**src/hw/wdt_cfg_pkg.sv**
```systemverilog
// Constants, types and helper functions for the watchdog configuration block.
// Overview of operation
// - Mode 11 keeps the watchdog running whatever software enable holds.
// - Mode 10 runs the watchdog only while the software enable bit is set.
// - Mode 01 runs the watchdog only while awake, ignoring software enable.
// - Mode 00 keeps the watchdog off and ignores software enable.
// - Bit 6 set selects standard operation, clear selects windowed mode.
// - A clear while the watchdog is off never raises a reset request.
// - Bit 4 set divides the input clock by 128, clear divides it by 32.
// - The postscale ratio is two to the power of the 4-bit field.
package wdt_cfg_pkg;

    // ****************************************************************
    // Register map, byte addresses and field positions
    // ****************************************************************
    localparam logic [3:0] CFG_ADDR    = 4'h0;
    localparam logic [3:0] CTRL_ADDR   = 4'h4;
    localparam logic [3:0] STAT_ADDR   = 4'h8;
    localparam logic [3:0] COUNT_ADDR  = 4'hC;
    localparam logic [7:0] CFG_RESET   = 8'hDF;
    localparam int EN_HI_BIT   = 7;
    localparam int WINDOW_DISABLE_BIT  = 6;
    localparam int EN_LO_BIT   = 5;
    localparam int PSA_BIT     = 4;
    localparam int SWEN_BIT    = 5;
    localparam int CLEAR_BIT   = 0;
    localparam int ST_RUN_BIT  = 0;
    localparam int ST_TMO_BIT  = 1;
    localparam int ST_WIN_BIT  = 2;
    localparam int ST_WMODE_BIT = 3;

    // ****************************************************************
    // Enable modes and divider constants
    // ****************************************************************
    typedef enum logic [1:0] {
        MODE_OFF    = 2'b00,
        MODE_ACTIVE = 2'b01,
        MODE_SW     = 2'b10,
        MODE_ON     = 2'b11
    } en_mode_t;

    localparam logic [6:0] PRE_LAST_128 = 7'h7F;
    localparam logic [6:0] PRE_LAST_32  = 7'h1F;
    localparam int POST_W = 15;

    // Register bus request travelling into the block.
    typedef struct packed {
        logic [3:0] addr;
        logic [7:0] wdata;
        logic       wr;
        logic       rd;
    } bus_req_t;

    // Last postscale count for a given select code.
    function automatic logic [POST_W-1:0] post_last(input logic [3:0] ps);
        logic [15:0] ratio;
        ratio = 16'h0001 << ps;
        post_last = POST_W'(ratio - 16'h0001);
    endfunction

    // First postscale count at which a windowed clear is accepted.
    function automatic logic [POST_W-1:0] win_start(input logic [3:0] ps);
        logic [15:0] ratio;
        ratio = 16'h0001 << ps;
        if (ps < 4'h2) begin
            win_start = '0;
        end else begin
            win_start = POST_W'(ratio - (ratio >> 2));
        end
    endfunction

endpackage

```
**src/hw/wdt_cfg_top.sv**
```systemverilog
// Watchdog timer with configuration byte decode and register port.
`timescale 1ns/1ns
module wdt_cfg_top #(
    parameter int ADDR_W = 4
) (
    // Clock and reset.
    input  wire logic                  MCLK,
    input  wire logic                  RST,
    // Register port.
    input  wire wdt_cfg_pkg::bus_req_t BUS,
    output logic [7:0]                 RDATA,
    // Power state of the core.
    input  wire logic                  SLEEP,
    // Watchdog results.
    output logic                       RESET_REQ,
    output logic                       RUNNING
);
    import wdt_cfg_pkg::*;

    // ****************************************************************
    // Elaboration check
    // ****************************************************************
    if (ADDR_W != 4) begin : g_bad_addr
        $error("wdt_cfg_top supports only a 4-bit address");
    end

    // ****************************************************************
    // State
    // ****************************************************************
    typedef struct packed {
        logic [7:0]        cfg;
        logic              sw_en;
        logic [6:0]        pre_cnt;
        logic [POST_W-1:0] post_cnt;
        logic              tmo_flag;
        logic              win_flag;
        logic [7:0]        rdata;
        logic              rst_req;
        logic              running;
    } state_t;

    state_t state_ff;
    state_t nxt_state;

    en_mode_t          mode;
    logic              enabled;
    logic              windowed;
    logic [6:0]        pre_last_v;
    logic [POST_W-1:0] post_last_v;
    logic              clear_cmd;
    logic              expire;
    logic              win_viol;

    // Decode of the configuration byte into the running settings.
    always_comb begin
        mode = en_mode_t'({state_ff.cfg[EN_HI_BIT],
                           state_ff.cfg[EN_LO_BIT]});
        case (mode)
            MODE_ON:     enabled = 1'b1;
            MODE_SW:     enabled = state_ff.sw_en;
            MODE_ACTIVE: enabled = !SLEEP;
            MODE_OFF:    enabled = 1'b0;
            default:     enabled = 1'b0;
        endcase
        windowed = !state_ff.cfg[WINDOW_DISABLE_BIT];
        pre_last_v = state_ff.cfg[PSA_BIT] ? PRE_LAST_128
                                           : PRE_LAST_32;
        post_last_v = post_last(state_ff.cfg[3:0]);
    end

    // Clear command, expiry and early windowed clear detection.
    always_comb begin
        clear_cmd = BUS.wr && (BUS.addr == CTRL_ADDR)
                    && BUS.wdata[CLEAR_BIT];
        expire = enabled && !clear_cmd
                 && (state_ff.pre_cnt == pre_last_v)
                 && (state_ff.post_cnt == post_last_v);
        win_viol = enabled && windowed && clear_cmd
                   && (state_ff.post_cnt
                       < win_start(state_ff.cfg[3:0]));
    end

    // Next state: registers, counters, flags and read data.
    always_comb begin
        nxt_state = state_ff;
        nxt_state.rst_req = 1'b0;
        nxt_state.rdata = 8'h00;
        nxt_state.running = enabled;

        // Software writes.
        if (BUS.wr) begin
            case (BUS.addr)
                CFG_ADDR:  nxt_state.cfg = BUS.wdata;
                CTRL_ADDR: nxt_state.sw_en = BUS.wdata[SWEN_BIT];
                STAT_ADDR: begin
                    if (BUS.wdata[ST_TMO_BIT]) begin
                        nxt_state.tmo_flag = 1'b0;
                    end
                    if (BUS.wdata[ST_WIN_BIT]) begin
                        nxt_state.win_flag = 1'b0;
                    end
                end
                default: ;
            endcase
        end

        // Counting, restart and reset requests; hardware sets win over clears.
        if (!enabled || clear_cmd || expire) begin
            nxt_state.pre_cnt = '0;
            nxt_state.post_cnt = '0;
        end else if (state_ff.pre_cnt == pre_last_v) begin
            nxt_state.pre_cnt = '0;
            nxt_state.post_cnt = state_ff.post_cnt + 1'b1;
        end else begin
            nxt_state.pre_cnt = state_ff.pre_cnt + 1'b1;
        end
        if (expire) begin
            nxt_state.rst_req = 1'b1;
            nxt_state.tmo_flag = 1'b1;
        end
        if (win_viol) begin
            nxt_state.rst_req = 1'b1;
            nxt_state.win_flag = 1'b1;
        end

        // Read data, valid in the cycle after the strobe.
        if (BUS.rd) begin
            case (BUS.addr)
                CFG_ADDR: nxt_state.rdata = state_ff.cfg;
                CTRL_ADDR: begin
                    nxt_state.rdata[SWEN_BIT] = state_ff.sw_en;
                end
                STAT_ADDR: begin
                    nxt_state.rdata[ST_RUN_BIT] = enabled;
                    nxt_state.rdata[ST_TMO_BIT] = state_ff.tmo_flag;
                    nxt_state.rdata[ST_WIN_BIT] = state_ff.win_flag;
                    nxt_state.rdata[ST_WMODE_BIT] = windowed;
                end
                COUNT_ADDR: nxt_state.rdata = state_ff.post_cnt[7:0];
                default: nxt_state.rdata = 8'h00;
            endcase
        end
    end

    // State register.
    always_ff @(posedge MCLK or posedge RST) begin
        if (RST) begin
            state_ff <= '0;
            state_ff.cfg <= CFG_RESET;
        end else begin
            state_ff <= nxt_state;
        end
    end

    // Outputs straight from the state register.
    assign RDATA = state_ff.rdata;
    assign RESET_REQ = state_ff.rst_req;
    assign RUNNING = state_ff.running;

endmodule

```
**config.mk**
```make
export PLATFORM = sky130hd
export DESIGN_NAME = wdt_cfg_top
export DESIGN_NICKNAME = d
export VERILOG_FILES = /design/src/hw/wdt_cfg_pkg.sv /design/src/hw/wdt_cfg_top.sv
export SDC_FILE = /design/constraint.sdc
export NUM_CORES = 1
export LEC_CHECK = 0
export BUFFER_PORTS_ARGS = -buffer_cell sky130_fd_sc_hd__buf_2
export CORE_ASPECT_RATIO = 0.7
export CORE_MARGIN = 2
export CORE_UTILIZATION = 50
export DETAILED_ROUTE_END_ITERATION = 7
export PLACE_DENSITY = 0.68
export SYNTH_ARGS = -nofsm -noshare
export SYNTH_HDL_FRONTEND = slang
export SYNTH_SLANG_ARGS = --single-unit
```
**constraint.sdc**
```tcl
create_clock -name MCLK -period 4.8 [get_ports MCLK]
set_input_delay 0.24 -clock MCLK [delete_from_list [all_inputs] [get_ports MCLK]]
set_output_delay 0.24 -clock MCLK [all_outputs]
set_load 0.01 [all_outputs]
```
-- Word level (Yosys, flattened, before mapping)
Cells that the tools add are included.
- logic and storage cells: 70
- bits of input ports: 17
- register bits after elaboration: 43
- shift-type cells: 1
- add/subtract/negate cells: 4
- muxes and demuxes: 19
- reduce and logical (&&, ||, !) cells: 27
- equality and inequality tests: 8
- magnitude comparators: 2
- operators by type and width (cell ; count):
    15-bit 2-to-1 mux ; 2
    22-bit 2-to-1 mux ; 1
    1-bit by 4-bit << shifter with 16-bit output, first input constant ; 1
    15-bit by 1-bit adder with 15-bit output, second input constant ; 1
    15-bit equality test ; 1
    15-bit less-than comparator ; 1
    15-bit by 1-bit subtractor with 15-bit output, second input constant ; 1
    15-bit by 14-bit subtractor with 15-bit output ; 1
    7-bit 2-to-1 mux ; 2
    2-bit nonzero test ; 7
    4-bit case mux with 3 select lines ; 1
    4-bit equality test, second input constant ; 2
    1-bit logical AND ; 8
    8-bit 2-to-1 mux ; 1
    7-bit by 1-bit adder with 7-bit output, second input constant ; 1
    7-bit equality test ; 1
    1-bit 2-to-1 mux ; 6
    3-bit AND reduction ; 2
    2-bit equality test, second input constant ; 2
    4-bit by 3-bit equality test with 1-bit output, second input constant ; 1
    1-bit logical NOT ; 4
    4-bit logical NOT ; 1
    4-bit by 2-bit less-than comparator with 1-bit output, second input constant ; 1
    2-bit 2-to-1 mux ; 2
    8 further kinds ; 10

-- Logic depth before layout (Yosys ltp)
- depth after elaboration: 9
- depth in mapped cells: 21
- mapped depth without buffers: 19

-- Least setup slack after synthesis
OpenSTA, ideal clock, no wires.
- path type: register to register
- start point: register state_ff[36] in the netlist's numbering
- end point: register state_ff, in the netlist RESET_REQ
- clock period less this slack: 4122 ps
- setup slack: 678 ps
- data required time: 4721 ps
- data arrival time: 4042 ps
- path buffers: 2
- stages on the path, launching flop included: 20
- cell sequence: dfstp_2 -> buf_2 -> buf_1 -> nor4b_1 -> ha_1 -> inv_1 -> fa_1 -> a211oi_1 -> o211ai_1 -> a31oi_1 -> o211ai_1 -> nand2_1 -> xnor2_1 -> nand2_1 -> ha_1 -> a41oi_1 -> nor4b_1 -> o21ai_0 -> a31oi_1 -> o21bai_1
- RTL lines (what ; line ; source):
    start, declared ; wdt_cfg_top.sv:42 ; state_t state_ff;
    start signal, assigned ; wdt_cfg_top.sv:151 ; state_ff <= nxt_state;

==> out/metrics.cfg <==
[outcome]
status = complete, no violations

[yosys]
synth_edf_count = 0
synth_flop_cell = dfrtp_1
synth.largest_area_cell = dfrtp_1
async_reset_ff_share_pct = 100
synth_area_leaders = dfrtp_1 (24%), ha_1 (11%), nor2_1 (5.3%)
synth_top_area_share_pct = 24.3
ys_warn_count = 0
synth-seq-area-share_pct = 29.2
synth.avg_cell_area_um2 = 8.55
synthDistinctLibCells = 55
synthCells = 434
syn-cell-area_um2 = 3710
ys_seq_elements = 43
synthesis.nets = 486

[sta]
finalSetupViolCount = 0
slew_violations = 0
hold_viol = 0
rsz0062_at_grt = false
slew-limit-headroom_pct = 63.6
period_share_pct = 92.3
period_needed_ns = 4.43
max_freq_ghz = 0.226
timing.hold.ws_ns = 0.0512
tightest_slew_ns = 0.546
finalClockSkew_ns = 0.0105
tns_ns = 0

[drt]
drtIter0Drc = 373
routed_wl_mm = 9.39
wl_met3_um = 815
drtPass1Iterations = 5
drc = 0
dr_wl_met2_mm = 3.68
viasPerCell = 5.93
vias = 3204
routedWlPerCell_um = 17.4
maxUsedRoutingLayer = met4
met1_length_mm = 4.76
ant_nets = 0

[clock_network]
cts_tree = yes
cts-root-to-sink-buffers = 2
post_cts_buffers = 0
cts.sinks = 43
clock_latency_ns = 0.30
clkTransAtPathRegs_ns = 0.09
ctsHoldBuffers = 0
h-tree-depth = 2
cts-buffers-inserted = 5
root_buffer = clkbuf_8
ctsResizeCount = 0

[global_route]
overflow = 0
grt.total_usage_pct = 24.0
antenna_found_initial = 0
grt_pass1_vias = 2991
grt_pass1_wl_mm = 15.4
grt_max_degree = 44

[placement]
dp_hpwl_mm = 7.15
gp_congestion = 0.905
place_inst = 532
placed_area_um2 = 3820
io_buffers = 26

[worst_setup_path]
critPathLaunch = state_ff[36]
r2r_start = state_ff[36]
cpLargestDelayFamily = compound AO/OA/AOI/OAI gates
worstSetupEndpointType = register
required_ns = 5.03
critPathSlowestCell = dfstp_4
arrival_ns = 4.66
path_buf_inv = 1
worst-path-max-fanout = 24
cp-start-kind = register
crit_path_max_incr_delay_ns = 0.78
timing.setup.critical_path_class = register to register
cp_cell_sequence = nor4b_1, ha_1, inv_1, fa_1, a211oi_1, o211ai_1, a31oi_1, o211ai_1, nand2_1, xnor2_1, nand2_1, ha_1, a41oi_1, nor4b_1, o21ai_0, a31oi_1, o21bai_1

[power]
ir_worst_vdd_mv = 0.283
finalPower_mw = 1.52
p_leak_nw = 1.76
powerDensity_nw_per_um2 = 387

[finish]
diodes = 0
final_layout_size_suffix_gt1_share_pct = 14.3
instances_no_fill = 540
synthToLayoutAreaGrowth_pct = 5.83
nets = 493
fin_area_um2 = 3930

[die]
die-area_um2 = 8140
coreArea_um2 = 7250
io_pins = 27
die_height_um = 76.1
start_util_pct = 51.2
fp-row-count = 26
fp.dieW_um = 107

[flow_run]
drv_cap = 0

[min_path]
hold_class = input port to async pin

layout make-up:
class,count,area (µm²)
clock buffers,5,68.8
well taps,98,123
inverters,16,60.1
repair buffers,28,145
multi-input cells,347,2410
fillers,684,3330
clock inverters,3,23.8
flip-flops and latches,43,1100
worst paths after layout:
kind	cells past startpoint	slack (ns)	endpoint
worst max register to register	17	0.37	RESET_REQ
min in group MCLK	2	0.17	mode[1]
worst max-delay path	17	0.37	RESET_REQ
max in group asynchronous	3	4.36	state_ff[41]
worst min register to register	1	0.47	state_ff[27]
worst min-delay path	3	0.05	state_ff[29]
kinds of logic after synthesis:
group | Yosys count | synth area share [%]
flops | 43 | 29.2
mux | 13 | 3.88
buf+inv | 44 | 5.80
simple gates | 175 | 22.8
compound gates | 81 | 15.8
xor+xnor | 43 | 10.5
fa+ha+maj | 35 | 12.0
routing by layer:
layer  track usage, %  vias up
li1                 -     1538
met1             38.4     1518
met2             32.9      135
met3             4.79       13
met4             4.94        0
met5                0        -
through the flow:
step / util, % / setup WS (ns)
after global placement: 52.7 / 0.613
final: 54.1 / 0.371
after global routing: 54.1 / 0.00758
after CTS: 54.0 / 0.398
after detailed placement: 52.7 / 0.442
after floorplan: - / 0.678
placed cells by master (no fill, tap or decap), types with 7 or more instances in the layout:
cell type / n
ha_1: 34
mux2_2: 11
xnor2_1: 22
buf_2: 26
nand3_1: 23
a21oi_1: 22
inv_1: 15
a21o_1: 7
o21ai_0: 13
dfrtp_1: 36
nand2_1: 51
nor3_1: 7
nor2_1: 52
nand4_1: 11
xor2_1: 20
registers in the layout, summed over array words and instances, names as in the netlist:
| name | count |
|---|---|
| RDATA | 8 |
| mode | 2 |
| RUNNING | 1 |
| state_ff | 31 |
| RESET_REQ | 1 |
where the power goes:
part | switching (mW) | leakage [nW] | total [mW] | internal (mW)
sequential | 0.0686 | 0.571 | 0.474 | 0.405
clock | 0.136 | 0.0408 | 0.240 | 0.104
combinational | 0.473 | 1.14 | 0.805 | 0.332
synth_stat cells (all sizes together), types with 2 or more instances:
master / n
nand3: 23
mux2: 11
buf: 17
a22oi: 5
ha: 34
nor2b: 5
o21a: 5
dfrtp: 36
o31ai: 2
o31a: 2
nor3: 7
inv: 16
nand2b: 2
a31oi: 4
xnor2: 22
a21oi: 22
xor2: 20
o211ai: 4
o21ai: 14
a32o: 2
nor2: 53
nand4b: 2
clkbuf: 11
dfstp: 7
nand2: 51
a211oi: 3
nand4: 11
a41oi: 2
mux2i: 2
a21o: 7
nor3b: 3
nor4b: 4
o21bai: 4
and3: 6
nor4: 2
or3: 3
worst reg2reg max path: stages, from the launching register on:
cell      delay (ns)
dfstp_4         0.78
nor4b_1         0.31
ha_1            0.24
inv_1           0.06
fa_1            0.42
a211oi_1        0.38
o211ai_1        0.16
a31oi_1         0.27
o211ai_1        0.14
nand2_1         0.10
xnor2_1         0.11
nand2_1         0.07
ha_1            0.33
a41oi_1         0.18
nor4b_1         0.30
o21ai_0         0.14
a31oi_1         0.22
o21bai_1        0.15
No activity file was read; power rests on OpenSTA's default activity.
